`config.mk`:
```
export PLATFORM = sky130hd
export DESIGN_NAME = frb_bank
export DESIGN_NICKNAME = d
export VERILOG_FILES = /design/src/frb_pkg.sv /design/src/frb_bank.sv
export SDC_FILE = /design/constraint.sdc
export NUM_CORES = 1
export LEC_CHECK = 0
export BUFFER_PORTS_ARGS = -buffer_cell sky130_fd_sc_hd__buf_2
export CORE_ASPECT_RATIO = 0.5
export CORE_MARGIN = 10
export CORE_UTILIZATION = 57
export CTS_CLUSTER_DIAMETER = 200
export DETAILED_ROUTE_END_ITERATION = 12
export PLACE_DENSITY_LB_ADDON = 0.3
export SETUP_SLACK_MARGIN = 0.4
export SYNTH_ARGS = -nofsm -noshare
export SYNTH_HDL_FRONTEND = slang
export SYNTH_SLANG_ARGS = --single-unit
```
`constraint.sdc`:
```
create_clock -name clk -period 3.01 [get_ports clk]
set_input_delay 0 -clock clk [delete_from_list [all_inputs] [get_ports clk]]
set_output_delay 0 -clock clk [all_outputs]
set_load 0.01 [all_outputs]
```
`src/frb_pkg.sv`:
```
// constants and types shared by the fan ramp and boost setup bank
package frb_pkg;
  // ------------------------------------------------------------
  // register map (byte offsets on the internal register port)
  // ------------------------------------------------------------
  localparam logic [7:0] OFS_INPUT_LEVEL_SELECT = 8'hbe; // first register of the bank
  localparam logic [7:0] OFS_PWM_RAMP_DELAYS = 8'hbf;
  localparam logic [7:0] OFS_BOOST_HYST_ONE_TWO = 8'hc0;
  localparam logic [7:0] OFS_BOOST_HYST_THREE_FOUR = 8'hc1;
  localparam logic [7:0] OFS_SPIKE_SMOOTHING = 8'hc2;
  localparam logic [7:0] OFS_TABLE_PAIR_A = 8'hc3;
  localparam logic [7:0] OFS_TABLE_PAIR_B = 8'hc4;
  localparam logic [7:0] OFS_OPEN_DRAIN_OUTPUTS = 8'hc5;
  localparam logic [7:0] OFS_THROTTLE_FORCE = 8'hc6; // last register of the bank
  localparam int NUM_REGS = 9;
  // register indices, offset minus the first offset
  localparam int IDX_LEVEL = 0;
  localparam int IDX_RAMP = 1;
  localparam int IDX_HYST12 = 2;
  localparam int IDX_HYST34 = 3;
  localparam int IDX_SMOOTH = 4;
  localparam int IDX_TBL_A = 5;
  localparam int IDX_TBL_B = 6;
  localparam int IDX_GPO = 7;
  localparam int IDX_THROTTLE = 8;
  // values after reset, index 8 down to 0
  localparam logic [NUM_REGS-1:0][7:0] REG_RESET = {
    8'h00, 8'h00, 8'h00, 8'h00, 8'h00, 8'h44, 8'h44, 8'h00, 8'h00};
  // ------------------------------------------------------------
  // field positions
  // ------------------------------------------------------------
  localparam int BIT_SMOOTH_EN_ONE = 3;
  localparam int BIT_SMOOTH_EN_TWO = 7;
  localparam int BIT_REG_TO_THR_DIS = 4;
  localparam int BIT_FORCE_THROTTLE = 6;
  localparam int BIT_TBL_RES_A = 4; // in special function control 2
  localparam int BIT_TBL_RES_B = 5;
  localparam logic [1:0] VOLTAGE_ID_MODE_LEGACY_SIX = 2'h0;
  // ------------------------------------------------------------
  // timing
  // ------------------------------------------------------------
  localparam int CLK_HZ = 50_000_000;
  localparam int RAMP_UNIT_MS = 50;
  localparam int RAMP_UNIT_CYCLES = (CLK_HZ / 1000) * RAMP_UNIT_MS;
  localparam int THR_TICK_HZ = 22_500;
  localparam int THR_TICK_CYCLES = CLK_HZ / THR_TICK_HZ; // rounded down
  localparam logic [6:0] THR_PERIOD_TICKS = 7'h50; // 80 ticks
  localparam logic [6:0] THR_STEP_TICKS = 7'h05;
  localparam logic [3:0] FULL_DUTY_STEP = 4'hd; // table step 13
  localparam logic [3:0] MAX_MAPPED_CODE = 4'hc; // codes 0..12 carry a duty
  // smoothing windows in tenths of a second, code 7 down to 0
  localparam logic [7:0][6:0] SMOOTH_WINDOW_DS = {
    7'h04, 7'h06, 7'h08, 7'h10, 7'h1e, 7'h2c, 7'h46, 7'h76};
  // ------------------------------------------------------------
  // whole state of the bank
  // ------------------------------------------------------------
  typedef struct packed {
    logic [NUM_REGS-1:0][7:0] regs;
    logic [7:0] rd_data;
    logic [21:0] div_ramp;
    logic [11:0] div_thr;
    logic [1:0][3:0] ramp_cnt;
    logic [1:0][3:0] ramp_step;
    logic [3:0] boost;
    logic [1:0][7:0] zone_eff;
    logic [1:0][6:0] window_ds;
    logic [6:0] thr_cnt;
    logic proc_hot_oe;
    logic [7:0] gpio_oe;
    logic [7:0] level_sel;
    logic [1:0][3:0] tbl_hyst;
    logic [1:0] tbl_half;
    logic [1:0][3:0] min_duty;
    logic [1:0] min_valid;
  } frb_state_s;
endpackage

```
`src/frb_bank.sv`:
```
// fan ramp, boost, smoothing, table, open-drain and throttle setup bank
`timescale 1ns/100ps
// ------------------------------------------------------------
// What this block does
// - low nibble sets regulator-hot ramp step interval
// - high nibble sets processor-hot ramp step interval
// - step interval is code times 50 ms
// - zero interval code jumps straight to full
// - boost holds full until temp falls below threshold less hysteresis
// - hysteresis nibbles: zones one and two
// - hysteresis nibbles: zones three and four
// - zone one enable picks filtered temperature
// - zone two enable picks filtered temperature
// - readings stay raw, filtered always kept
// - window codes select 11.8 to 0.4 seconds
// - pair a hysteresis, resolution from bit 4
// - pair b hysteresis, resolution from bit 5
// - high nibble gives minimum duty, 13 mapped
// - set bit pulls its pin low
// - force bit throttles at selected duty
// - disable bit blocks regulator-hot to throttle
// - inputs eight and nine levels only legacy mode
// - throttle period 80 ticks, on (code+1)*5
// - legacy mode is mode field zero
// ------------------------------------------------------------
module frb_bank #(
  parameter int RAMP_UNIT_CYCLES = frb_pkg::RAMP_UNIT_CYCLES, // 50 ms
  // throttle tick divider is 12 bits wide, so keep this at 4096 or less
  parameter int THR_TICK_CYCLES = frb_pkg::THR_TICK_CYCLES // 22.5 kHz tick
) (
  input wire logic clk, // 50 MHz
  input wire logic rst_b, // synchronous, active low
  input wire logic [7:0] reg_addr, // register port from the serial logic
  input wire logic [7:0] reg_wdata,
  input wire logic reg_wr,
  input wire logic reg_rd,
  output logic [7:0] reg_rdata,
  input wire logic [7:0] special_func_two, // special function control 2 value
  input wire logic regulator_hot_active, // high while regulator-hot asserted
  input wire logic processor_hot_active, // high while processor-hot seen
  input wire logic [3:0][7:0] zone_temp_raw, // signed degrees, zone 1 first
  input wire logic [1:0][7:0] zone_temp_filtered, // zones 1 and 2
  input wire logic [3:0][7:0] boost_temp, // signed boost thresholds
  output logic [3:0] ramp_step_regulator, // requested table step
  output logic [3:0] ramp_step_processor,
  output logic [3:0] boost_full, // zone holds fan at full duty
  output logic [1:0][7:0] zone_temp_control, // for limit check and fan control
  output logic [1:0][6:0] smooth_window_ds, // window in tenths of seconds
  output logic [1:0][3:0] table_hyst, // pair a in [0]
  output logic [1:0] table_hyst_half_deg, // half degree resolution
  output logic [1:0][3:0] min_duty, // minimum duty code per pair
  output logic [1:0] min_duty_mapped, // code maps to a duty
  output logic [7:0] gpio_o, // open-drain pin level when driven
  output logic [7:0] gpio_oe,
  output logic processor_hot_o,
  output logic processor_hot_oe, // pulls processor-hot pin low
  output logic [7:0] low_threshold_sel // per-input lower levels
);
  // ------------------------------------------------------------
  // state registers
  // ------------------------------------------------------------
  frb_pkg::frb_state_s st; // present state
  frb_pkg::frb_state_s next_st; // next state

  // ------------------------------------------------------------
  // next-state logic
  // ------------------------------------------------------------
  // all behaviour in one process, state lands in one register
  always_comb begin
    logic tick_ramp; // one-cycle 50 ms enable
    logic tick_thr; // one-cycle 22.5 kHz enable
    logic [3:0] code; // ramp delay code
    logic hot; // ramp input level
    logic signed [9:0] t_eff; // temperature used by boost
    logic signed [9:0] t_boost; // boost threshold
    logic signed [9:0] t_release; // threshold less hysteresis
    logic [3:0] hyst; // zone hysteresis
    logic [6:0] on_ticks; // throttle asserted time
    logic thr_pwm; // forced throttle waveform
    logic [7:0] idx; // register index
    tick_ramp = 1'b0;
    tick_thr = 1'b0;
    code = 4'h0;
    hot = 1'b0;
    t_eff = 10'sh000;
    t_boost = 10'sh000;
    t_release = 10'sh000;
    hyst = 4'h0;
    on_ticks = 7'h00;
    thr_pwm = 1'b0;
    idx = reg_addr - frb_pkg::OFS_INPUT_LEVEL_SELECT;
    next_st = st;

    // register writes, every bit kept as written
    if (reg_wr && idx < 8'(frb_pkg::NUM_REGS)) begin
      next_st.regs[idx[3:0]] = reg_wdata;
    end
    // read data, unmapped offsets answer zero
    if (reg_rd) begin
      if (idx < 8'(frb_pkg::NUM_REGS)) begin
        next_st.rd_data = st.regs[idx[3:0]];
      end else begin
        next_st.rd_data = 8'h00;
      end
    end

    // 50 ms divider, shared by both ramps
    if (st.div_ramp == 22'(RAMP_UNIT_CYCLES - 1)) begin
      next_st.div_ramp = 22'h000000;
      tick_ramp = 1'b1;
    end else begin
      next_st.div_ramp = st.div_ramp + 22'h000001;
    end
    // 22.5 kHz divider for the throttle waveform
    if (st.div_thr == 12'(THR_TICK_CYCLES - 1)) begin
      next_st.div_thr = 12'h000;
      tick_thr = 1'b1;
    end else begin
      next_st.div_thr = st.div_thr + 12'h001;
    end

    // ramps: [0] regulator-hot, [1] processor-hot
    for (int r = 0; r < 2; r++) begin
      if (r == 0) begin
        code = st.regs[frb_pkg::IDX_RAMP][3:0];
        hot = regulator_hot_active;
      end else begin
        code = st.regs[frb_pkg::IDX_RAMP][7:4];
        hot = processor_hot_active;
      end
      if (code == 4'h0) begin
        // no delay: full at once, and off at once
        next_st.ramp_step[r] = hot ? frb_pkg::FULL_DUTY_STEP : 4'h0;
        next_st.ramp_cnt[r] = 4'h0;
      end else if (tick_ramp) begin
        // count code intervals of 50 ms before each step
        if (st.ramp_cnt[r] + 4'h1 >= code) begin
          next_st.ramp_cnt[r] = 4'h0;
          if (hot && st.ramp_step[r] < frb_pkg::FULL_DUTY_STEP) begin
            next_st.ramp_step[r] = st.ramp_step[r] + 4'h1;
          end else if (!hot && st.ramp_step[r] != 4'h0) begin
            next_st.ramp_step[r] = st.ramp_step[r] - 4'h1;
          end
        end else begin
          next_st.ramp_cnt[r] = st.ramp_cnt[r] + 4'h1;
        end
      end
    end

    // zones one and two choose raw or filtered temperature
    next_st.zone_eff[0] = st.regs[frb_pkg::IDX_SMOOTH][frb_pkg::BIT_SMOOTH_EN_ONE] ?
      zone_temp_filtered[0] : zone_temp_raw[0];
    next_st.zone_eff[1] = st.regs[frb_pkg::IDX_SMOOTH][frb_pkg::BIT_SMOOTH_EN_TWO] ?
      zone_temp_filtered[1] : zone_temp_raw[1];
    // raw readings are never replaced here; the reading path keeps them

    // boost latch per zone, release below threshold less hysteresis
    for (int z = 0; z < 4; z++) begin
      if (z < 2) begin
        t_eff = 10'(signed'(next_st.zone_eff[z[0]]));
      end else begin
        t_eff = 10'(signed'(zone_temp_raw[z]));
      end
      case (z)
        0: hyst = st.regs[frb_pkg::IDX_HYST12][3:0];
        1: hyst = st.regs[frb_pkg::IDX_HYST12][7:4];
        2: hyst = st.regs[frb_pkg::IDX_HYST34][3:0];
        default: hyst = st.regs[frb_pkg::IDX_HYST34][7:4];
      endcase
      t_boost = 10'(signed'(boost_temp[z]));
      t_release = t_boost - signed'({6'h00, hyst});
      if (t_eff > t_boost) begin
        next_st.boost[z] = 1'b1;
      end else if (t_eff < t_release) begin
        next_st.boost[z] = 1'b0;
      end
    end

    // smoothing window lengths
    next_st.window_ds[0] =
      frb_pkg::SMOOTH_WINDOW_DS[st.regs[frb_pkg::IDX_SMOOTH][2:0]];
    next_st.window_ds[1] =
      frb_pkg::SMOOTH_WINDOW_DS[st.regs[frb_pkg::IDX_SMOOTH][6:4]];

    // table hysteresis and minimum duty per pair
    next_st.tbl_hyst[0] = st.regs[frb_pkg::IDX_TBL_A][3:0];
    next_st.tbl_half[0] = special_func_two[frb_pkg::BIT_TBL_RES_A];
    next_st.tbl_hyst[1] = st.regs[frb_pkg::IDX_TBL_B][3:0];
    next_st.tbl_half[1] = special_func_two[frb_pkg::BIT_TBL_RES_B];
    next_st.min_duty[0] = st.regs[frb_pkg::IDX_TBL_A][7:4];
    next_st.min_duty[1] = st.regs[frb_pkg::IDX_TBL_B][7:4];
    // three codes carry no duty; the fan logic must not use them
    next_st.min_valid[0] = st.regs[frb_pkg::IDX_TBL_A][7:4] <= frb_pkg::MAX_MAPPED_CODE;
    next_st.min_valid[1] = st.regs[frb_pkg::IDX_TBL_B][7:4] <= frb_pkg::MAX_MAPPED_CODE;

    // open-drain outputs: set bit drives low, clear bit floats
    next_st.gpio_oe = st.regs[frb_pkg::IDX_GPO];

    // throttle waveform: 80 tick period
    if (tick_thr) begin
      if (st.thr_cnt == frb_pkg::THR_PERIOD_TICKS - 7'h01) begin
        next_st.thr_cnt = 7'h00;
      end else begin
        next_st.thr_cnt = st.thr_cnt + 7'h01;
      end
    end
    on_ticks = 7'(({3'h0, st.regs[frb_pkg::IDX_THROTTLE][3:0]} + 7'h01) *
      frb_pkg::THR_STEP_TICKS);
    thr_pwm = st.thr_cnt < on_ticks;
    // forced throttle, or regulator-hot unless blocked
    next_st.proc_hot_oe =
      (st.regs[frb_pkg::IDX_THROTTLE][frb_pkg::BIT_FORCE_THROTTLE] && thr_pwm) ||
      (regulator_hot_active &&
       !st.regs[frb_pkg::IDX_THROTTLE][frb_pkg::BIT_REG_TO_THR_DIS]);

    // input threshold selects, eight and nine gated by mode
    next_st.level_sel = st.regs[frb_pkg::IDX_LEVEL];
    next_st.level_sel[1] = 1'b0; // reserved position drives nothing
    if (special_func_two[7:6] != frb_pkg::VOLTAGE_ID_MODE_LEGACY_SIX) begin
      next_st.level_sel[3:2] = 2'h0;
    end
  end

  // ------------------------------------------------------------
  // state register
  // ------------------------------------------------------------
  // synchronous reset, second assignment supplies register defaults
  always_ff @(posedge clk) begin
    if (!rst_b) begin
      st <= '0;
      st.regs <= frb_pkg::REG_RESET;
      st.window_ds <= {2{frb_pkg::SMOOTH_WINDOW_DS[0]}};
      st.min_valid <= 2'h3;
    end else begin
      st <= next_st;
    end
  end

  // ------------------------------------------------------------
  // outputs, straight from the state register except the two pin levels tied low
  // ------------------------------------------------------------
  assign reg_rdata = st.rd_data;
  assign ramp_step_regulator = st.ramp_step[0];
  assign ramp_step_processor = st.ramp_step[1];
  assign boost_full = st.boost;
  assign zone_temp_control = st.zone_eff;
  assign smooth_window_ds = st.window_ds;
  assign table_hyst = st.tbl_hyst;
  assign table_hyst_half_deg = st.tbl_half;
  assign min_duty = st.min_duty;
  assign min_duty_mapped = st.min_valid;
  assign gpio_o = 8'h00; // open-drain: only ever drives low
  assign gpio_oe = st.gpio_oe;
  assign processor_hot_o = 1'b0;
  assign processor_hot_oe = st.proc_hot_oe;
  assign low_threshold_sel = st.level_sel;
endmodule

```
==> summary.md, run 1 <==
| Metric | Value |
|---|---|
| R2R depth | `12` |
| Final wirelength | `between 30000 and 40000 microns` |
| Synth Area in Compound Gates | `8.34%` |
| Via/cell ratio | `5.63` |
| RSZ-0062 raised after global routing | `yes` |
| Clock latency on the worst-skew pair | `approximately 0.51 ns` |
| Fmax achieved | `approximately 380 MHz` |
| R2r setup slk | `0.35 ns` |
| Number of enable flip-flop cells after synthesis | `0` |
| WS Path Type | `flip-flop to flip-flop` |
| Wirelength per Cell | `17.9 microns` |
| Clk Tree Root Cell | `clkbuf_16` |
| Power Density | `427 nW/um^2` |
| Synth Area in Simple Gates | `16.5%` |
| Most frequent cells in the layout | `dfxtp_1 (195), buf_2 (188), nand2_1 (142)` |
| Final min period | `2.66 ns` |
| Commonest non-fill, non-tap cell in the layout | `dfxtp_1` |
| Die area | `27700 sq um` |
| Seq/Total Area, Yosys | `34.0%` |
| Initial Utilization | `58.3%` |
| Leakage | `between 6 and 7 nW` |
| Post-DP HPWL | `23200 microns` |
| Top_reg_cell synth | `dfxtp_1` |
| Final slew viol count | `0` |
| CTS tree | `built` |
| Crit end category | `flip-flop` |
| Worst relative slew slack | `41.1%` |
| Final hold viol count | `0` |
| Area grow syn2layout | `17.0%` |
| Yosys warning count | `0` |
| Status | `completed` |
| Critical Path AT | `3.07 ns` |
| Largest family of logic cells by synthesized area | `simple AND/OR/NAND/NOR gates` |
| Clk buf depth | `3` |
| Fin crit share | `88.2%` |
| Gate count of the mapped netlist | `around 1300` |
| Syn avg cell area | `around 9 sq um` |
| Largest area contributor in the netlist | `dfxtp_1` |
| Final net count | `between 1500 and 2000` |
| Adder-Cell Fraction of Synth Area | `13.6%` |
| Post-synth cell types | `61` |
| All-layer global routing usage | `a little over a fifth` |
| Cell Rows | `37` |
| Synthesized area | `approximately 12000 sq um` |
| Final hold slack | `approximately 0.036 ns` |
| I/O Buffers | `189` |
| Maximum fanout along the worst path | `3` |
| Die Y | `123 microns` |
| GPL Wtd Cong | `about 0.87` |
| First-pass GRT wire length | `49600 microns` |
| Critical Path RT | `roughly 3.4 ns` |
| Hold depth | `5` |
| # setup viols final | `0` |
| Vias in the first global route | `10100` |
| Reg clk slew, reported paths | `0.07 ns` |
| Via count | `10000` |
| Residual DRC count | `0` |
| Floorplan die width | `226 microns` |
| Slew @ Worst Pin | `0.883 ns` |
| Max VDD drop | `0.000286 V` |
| Max_cap viols | `0` |
| DRT Pass-1 Iters | `5` |
| Post-DRT Antenna Nets | `0` |
| Largest net degree at the start of global routing | `53` |
| H-tree depth | `1` |
| Drt initial violations | `777` |
| Flops & latches, synth | `205` |
| Post-synthesis xor/xnor area fraction | `under 10%` |
| CTS Buf Count | `20` |
| Core Region | `20700 sq um` |
| Crit start category | `flip-flop` |
| Clk sinks | `~210` |
| Fin Clk Skew | `a little over 0.02 ns` |
| Sum Neg Setup Slack | `0 ns` |
| Synth top area cells | `dfxtp_1 (34%), ha_1 (12%), mux2i_1 (6.3%)` |
| I/O Pins | `206` |
| Initial antenna violation count | `2` |
| Area share of the largest cell type after synthesis | `34.0%` |
| Share of post-route cells with drive strength above 1 | `22.6%` |
| Worst min-delay path class | `primary input to flip-flop` |
| Synth async-reset ratio | `0%` |
| Gr ovfl total | `0` |
| Mux cell area share after synthesis | `10.7%` |
-- metrics by stage --
| step | std cells | setup slack [ns] | power [mW] | util (%) | cell area (sq um) |
|---|---|---|---|---|---|
| after CTS | 1775 | 0.370 | 6.01 | 66.7 | 13800 |
| after global placement | 1689 | 0.264 | 3.46 | 60.9 | 12600 |
| after floorplan | 1352 | 0.398 | 3.30 | - | 12100 |
| final | 1783 | 0.355 | 6.03 | 68.3 | 14100 |
| after global routing | 1783 | 0.245 | 6.25 | 68.3 | 14100 |
| after detailed placement | 1689 | 0.116 | 3.49 | 60.9 | 12600 |
-- critical path: stages, from the launching register on --
cell       delay, ns
dfxtp_4         0.36
ha_4            0.16
fa_2            0.36
inv_2           0.06
a21oi_2         0.05
o21bai_2        0.17
nor3_2          0.08
xnor2_1         0.13
ha_1            0.32
a21o_1          0.19
a2111oi_4       0.35
o21ai_1         0.11
a22o_1          0.21
-- cells in the mapped netlist (3+ instances only) --
cell type and n:
nor2_1 68, nand4b_1 3, mux2i_1 76, ha_1 120, nand3_1 33, nand2b_1 15, or3_1 5, nor2b_1 8
o21bai_1 4, o211ai_1 9, nor4_4 3, nor3_1 23, a21oi_1 64, o21a_1 4, clkbuf_1 24, a21o_1 13
mux2_2 14, nor4_1 14, xnor2_1 44, inv_1 140, a211oi_1 9, nand4_1 25, a2111oi_0 4, buf_1 4
buf_4 97, nand2_1 142, and3_1 7, dfxtp_1 205, and4_1 4, fa_1 7, xor2_1 28, or4_1 8
o21ai_0 37, mux4_2 16, and2_1 17, or2_2 4, buf_2 9
-- where the power goes --
part | internal, mW | switching [mW] | total (mW)
Clock | 1.40 | 1.10 | 2.50
Combinational | 0.338 | 0.426 | 0.764
Sequential | 2.74 | 0.0241 | 2.77
Total | 4.48 | 1.55 | 6.03
-- state kept, by name, indices dropped and copies added, names as in the netlist --
| register | cells |
|---|---|
| processor_hot_oe | 1 |
| reg_rdata | 8 |
| ramp_step_processor | 4 |
| zone_temp_control | 16 |
| st | 92 |
| gpio_oe | 8 |
| min_duty | 8 |
| smooth_window_ds | 12 |
| boost_full | 4 |
| next_st | 29 |
| ramp_step_regulator | 4 |
| low_threshold_sel | 7 |
| table_hyst_half_deg | 2 |
| table_hyst | 8 |
| min_duty_mapped | 2 |
-- kinds of logic after synthesis --
| group | after synthesis |
|---|---|
| adders and majority gates | 127 |
| muxes | 107 |
| other | 1 |
| DFF | 205 |
| and+or+nand+nor | 393 |
| AOI/OAI and AO/OA | 162 |
| xor gates and xnor gates | 72 |
| buffers and inverters | 274 |
-- final timing paths --
| check | endpoint | start |
|---|---|---|
| max reg2reg | boost_full[1] | st[156] |
| max | boost_full[1] | st[156] |
| min | boost_full[3] | zone_temp_raw[30] |
| min reg2reg | st[106] | st[106] |
-- timing repair --
action | in CTS | in global routing
hold endpoints to repair | 60 | 0
setup buffers | 6 | 6
gates resized for setup | 26 | 49
hold buffers | 44 | 0
pin swaps | 15 | 31
setup endpoints to repair | 3 | 5
-- final cells by class --
cell class              instances  area [sq um]
clock buffers                  26           553
clock inverters                10          92.6
fillers                      1622          6570
repair buffers                254          1560
flip-flops and latches        205          4130
inverters                     140           526
well taps                     273           342
multi-input cells             873          6910
diodes                          2          5.00
-- layer usage --
layer  track usage, %  vias up  wire [microns]
met4             7.51        0             840
met1             26.2     4830           13200
li1                 -     4787               -
met3             3.86       81            2150
met5                0        -               0
met2             38.7      348           15700
(Power assumes the default switching activity.)
==> run 2: changes to the inputs <==
CORE_UTILIZATION = 30   (was 57)
==> run 2 against run 1 <==
  * Power rose by 5.9%
  * Via count fell by 6.0%
  * Core utilization fell by 31 points
  * Cell area rose by 3.8%
  * Sequential share of layout area fell by 1.1 points
  * Count of clock-buffer cells in the layout rose by 4
  * Sequential cell count did not move
  * Clock power rose by 14%
  * Critical path depth did not move
  * Maximum frequency rose by 1.5%
  * Largest cell class unchanged
  * Critical endpoint is now boost_full[0]
  * Largest power group is now the clock network
  * Register-to-register slack improved by 0.04 ns
==> summary.md, run 2 (synthesized netlist as in run 1, its figures left out) <==
| Metric | Value |
|---|---|
| Clock latency on the worst-skew pair | `0.53 ns` |
| DRT Pass-1 Iters | `5` |
| Largest net degree at the start of global routing | `between 90 and 100` |
| Clk Tree Root Cell | `clkbuf_16` |
| Drt initial violations | `430` |
| Fin crit share | `86.9%` |
| Max VDD drop | `0.000295 V` |
| GPL Wtd Cong | `0.826` |
| CTS tree | `built` |
| Fin Clk Skew | `0.0159 ns` |
| Vias in the first global route | `9775` |
| Post-DP HPWL | `24400 microns` |
| Floorplan die width | `304 microns` |
| Core Region | `approximately 39000 sq um` |
| Power Density | `roughly 440 nW/um^2` |
| Die area | `between 40000 and 50000 sq um` |
| Slew @ Worst Pin | `0.852 ns` |
| Initial Utilization | `30.7%` |
| Final slew viol count | `0` |
| Worst min-delay path class | `primary input to flip-flop` |
| Max_cap viols | `0` |
| H-tree depth | `1` |
| Residual DRC count | `0` |
| Cell Rows | `a little over 50` |
| # setup viols final | `0` |
| Fin area | `14700 sq um` |
| Seq. cell area | `4120 sq um` |
| First-pass GRT wire length | `52900 microns` |
| Commonest non-fill, non-tap cell in the layout | `dfxtp_1` |
| Area occupied by multi-input gates | `6820 sq um` |
| Share of post-route cells with drive strength above 1 | `22.3%` |
| Die Y | `about 160 microns` |
| Final wirelength | `between 30000 and 40000 microns` |
| Final hold viol count | `0` |
| All-layer global routing usage | `~13%` |
| Fmax achieved | `between 300 and 400 MHz` |
| Sum Neg Setup Slack | `0 ns` |
| CTS Buf Count | `22` |
| Area grow syn2layout | `21.5%` |
| Crit start category | `flip-flop` |
| WS Path Type | `flip-flop to flip-flop` |
| Final net count | `1757` |
| Max reg flops | `92` |
| Critical Path AT | `3.04 ns` |
| Wirelength per Cell | `15.8 microns` |
| Via count | `9441` |
| Worst relative slew slack | `a little over two fifths` |
| Post-DRT Antenna Nets | `0` |
| Pre-CTS WS | `between 0.15 and 0.2 ns` |
| Final min period | `2.62 ns` |
| I/O Pins | `between 200 and 250` |
| Critical Path RT | `3.43 ns` |
| Biggest register | `st` |
| Reg clk slew, reported paths | `0.06 ns` |
| Clk sinks | `205` |
| Final core occ | `37.3%` |
| Clk buf depth | `3` |
| Fin worst setup slack | `0.395 ns` |
| RSZ-0062 raised after global routing | `yes` |
| Dpl cell area | `13000 sq um` |
| Leakage | `between 6 and 7 nW` |
| Gr ovfl total | `0` |
| Most frequent cells in the layout | `dfxtp_1 (196), buf_2 (188), nand2_1 (142)` |
| Crit end category | `flip-flop` |
| # fillers | `4002` |
| Maximum fanout along the worst path | `2` |
| Via/cell ratio | `4.57` |
| Status | `completed` |
| Initial antenna violation count | `1` |
| I/O Buffers | `189` |
==> run 2: per-stage QoR <==
stage | hold slack, ns | instances | total power, mW
2_1_floorplan | 0.0757 | 1352 | 3.30
3_5_place_dp | 0.185 | 1950 | 3.50
3_3_place_gp | 0.187 | 1950 | 3.50
5_1_grt | 0.0670 | 2067 | 6.68
4_1_cts | 0.0208 | 2054 | 6.45
6_report | 0.0389 | 2067 | 6.38
==> run 2: layout make-up <==
type                    count  area share [%]
repair buffers            278            12.2
flip-flops and latches    205            28.1
diodes                      2          0.0341
multi-input cells         873            46.5
clock buffers              30            4.17
clock inverters             9           0.947
well taps                 530            4.52
inverters                 140            3.58
==> run 2: metal layers <==
metal / track usage (%) / up-vias / share of wire (%)
li1: - / 4840 / -
met3: 2.06 / 33 / 3.3
met4: 2.83 / 0 / 1.8
met1: 15.4 / 4456 / 43
met5: 0 / - / 0
met2: 24.2 / 112 / 51
==> run 2: power breakdown <==
| part | internal [mW] | switching, mW |
|---|---|---|
| Combinational | 0.347 | 0.417 |
| Clock | 1.69 | 1.16 |
| Sequential | 2.75 | 0.0231 |
| Total | 4.78 | 1.60 |
==> run 2: critical path, stage by stage, from the launching register on <==
cell and delay, ns:
dfxtp_4 0.35, ha_4 0.16, fa_2 0.35, inv_2 0.06, a21oi_2 0.05, o21bai_2 0.18, nor3_2 0.07, xnor2_1 0.17
ha_1 0.27, a21o_1 0.21, a2111oi_4 0.34, o21ai_1 0.11, a32o_1 0.20
==> run 2: timing repair <==
item,in CTS,in global routing
hold buffers,60,0
buffers inserted,5,11
hold endpoints to repair,49,0
setup endpoints to repair,4,5
gates resized for setup,23,36
pin swaps,14,26
==> run 2: worst paths after layout <==
check	start	endpoint	slack (ns)	cells past startpoint
min	zone_temp_raw[29]	boost_full[3]	0.04	5
max reg2reg	st[152]	boost_full[0]	0.39	12
max	st[152]	boost_full[0]	0.39	12
min reg2reg	st[106]	st[106]	0.45	1
==> run 3: changes to the inputs <==
PLACE_DENSITY_LB_ADDON = 0.12   (was 0.3)
==> run 3 against run 2 <==
  * Wire length is 2.0% higher
  * Global-route usage is 0.12 points higher
  * Critical path depth stayed put
  * Clock skew is 0.0039 ns higher
  * Hold slack worse by 0.0026 ns
  * Critical path type unchanged
  * Highest routed layer unchanged
==> summary.md, run 3 (synthesized netlist as in run 1, its figures left out) <==
| Metric | Value |
|---|---|
| Initial antenna violation count | `0` |
| Fin Clk Skew | `approximately 0.020 ns` |
| Pre-CTS WS | `roughly 0.14 ns` |
| Residual DRC count | `0` |
| Vias in the first global route | `9824` |
| Final wirelength | `33400 microns` |
| Sum Neg Setup Slack | `0 ns` |
| Via count | `9521` |
| Most frequent cells in the layout | `dfxtp_1 (195), buf_2 (188), nand2_1 (142)` |
| Wirelength per Cell | `16.3 microns` |
| CTS tree | `built` |
| Largest net degree at the start of global routing | `between 100 and 150` |
| Critical Path RT | `3.43 ns` |
| # setup viols final | `0` |
| Commonest non-fill, non-tap cell in the layout | `dfxtp_1` |
| Cell-internal power | `4.91 mW` |
| Cell Rows | `51` |
| Max reg flops | `92` |
| GR Util met2 | `23.6%` |
| Post-DP HPWL | `25400 microns` |
| Maximum fanout along the worst path | `3` |
| Die area | `between 40000 and 50000 sq um` |
| H-tree depth | `1` |
| I/O Pins | `206` |
| Core Region | `39300 sq um` |
| Worst relative slew slack | `43.1%` |
| Critical Path AT | `3.00 ns` |
| Gr ovfl total | `0` |
| Clock Power Share | `46.2%` |
| Clock latency on the worst-skew pair | `0.54 ns` |
| Fin crit share | `~86%` |
| Final hold viol count | `0` |
| Fmax achieved | `388 MHz` |
| CP startpoint | `st[152]` |
| Leakage | `roughly 6.6 nW` |
| Post-DRT Antenna Nets | `0` |
| CTS Buf Count | `24` |
| Clk Tree Root Cell | `clkbuf_16` |
| Floorplan die width | `304 microns` |
| Met3 Usage GRT | `2.41%` |
| Crit start category | `flip-flop` |
| Ant diodes | `0` |
| All-layer global routing usage | `13.1%` |
| Fin worst setup slack | `0.431 ns` |
| Initial Utilization | `30.7%` |
| Power Density | `roughly 450 nW/um^2` |
| First-pass GRT wire length | `53000 microns` |
| Drt initial violations | `426` |
| Combinational share of power | `11.5%` |
| Clk buf depth | `3` |
| Sw frac | `approximately 25%` |
| R2R depth | `12` |
| Max_cap viols | `0` |
| Worst setup path end | `boost_full[0]` |
| Met1 Use GR | `15.8%` |
| Area grow syn2layout | `20.6%` |
| Dpl cell area | `13000 sq um` |
| Fin area | `14600 sq um` |
| Share of post-route cells with drive strength above 1 | `approximately 23%` |
| Final hold slack | `about 0.036 ns` |
| Final slew viol count | `0` |
| Slew @ Worst Pin | `0.851 ns` |
| GPL Wtd Cong | `about 0.82` |
| Crit end category | `flip-flop` |
| Biggest register | `st` |
| FF-to-FF Start | `st[152]` |
| DRT Pass-1 Iters | `5` |
| Sequential share of power | `42.3%` |
| Sw power | `1.63 mW` |
| I/O Buffers | `between 150 and 200` |
| Reg clk slew, reported paths | `0.06 ns` |
| Final min period | `2.58 ns` |
| Power Total | `6.54 mW` |
| Final net count | `between 1500 and 2000` |
| R2r setup slk | `~0.43 ns` |
| Via/cell ratio | `4.65` |
| RR Endpoint | `boost_full[0]` |
| WS Path Type | `flip-flop to flip-flop` |
| Max VDD drop | `between 0.0003 and 0.0004 V` |
| Worst min-delay path class | `primary input to flip-flop` |
| Busiest grt layer | `met2` |
| Clk sinks | `205` |
| RSZ-0062 raised after global routing | `yes` |
| Status | `completed` |
| Die Y | `162 microns` |
run 3: how the worst min path moves through the flow:
stage | slack, ns | end | depth (start not counted) | start
floorplan | 0.08 | low_threshold_sel[2] | 1 | special_func_two[7]
global placement | 0.18 | low_threshold_sel[2] | 2 | special_func_two[7]
detailed placement | 0.19 | low_threshold_sel[2] | 2 | special_func_two[7]
CTS | 0.004 | boost_full[3] | 5 | zone_temp_raw[29]
global route | 0.04 | boost_full[3] | 5 | zone_temp_raw[29]
finish | 0.04 | boost_full[3] | 5 | zone_temp_raw[29]
run 3: cell type report:
class | instances | area (sq um)
clock inverters | 9 | 97.6
inverters | 140 | 526
repair buffers | 257 | 1580
clock buffers | 35 | 723
fillers | 4085 | 24800
well taps | 530 | 663
flip-flops and latches | 205 | 4130
multi-input cells | 873 | 6830
run 3: per-stage QoR:
| step | cells | utilization, % |
|---|---|---|
| 3_5_place_dp | 1950 | 33.0 |
| 2_1_floorplan | 1352 | - |
| 5_1_grt | 2049 | 37.0 |
| 4_1_cts | 2045 | 36.6 |
| 6_report | 2049 | 37.0 |
| 3_3_place_gp | 1950 | 33.0 |
run 3: routing by layer:
metal	wire length [microns]	share of wire, %
met5	0	0
met4	700	2.1
met3	1190	3.6
met2	16600	50
met1	14900	45
run 3: what timing repair did:
item                                    CTS  global route
pin swaps                                22            22
setup buffers                             6             4
endpoints found under the setup margin    4             5
hold endpoints to repair                 66             0
hold buffers                             45             0
gates cloned                              0             0
gates resized for setup                  32            37
run 3: worst max-delay path, cell delays in order, from the launching register on:
cell,delay [ns]
dfxtp_4,0.36
ha_4,0.17
fa_2,0.36
inv_2,0.06
a21oi_2,0.05
o21bai_2,0.19
nor3_2,0.08
xnor2_1,0.13
ha_1,0.29
a21o_1,0.17
a2111oi_2,0.28
o21ai_1,0.11
a32o_1,0.21
run 3: power by group through the flow:
stage                     clock (mW)  combinational [mW]  sequential, mW
final                           3.02               0.749            2.77
after detailed placement           0               0.674            2.83
after global placement             0               0.664            2.83
after global routing            3.22               0.840            2.77
after CTS                       3.14               0.739            2.77
after floorplan                    0               0.470            2.83
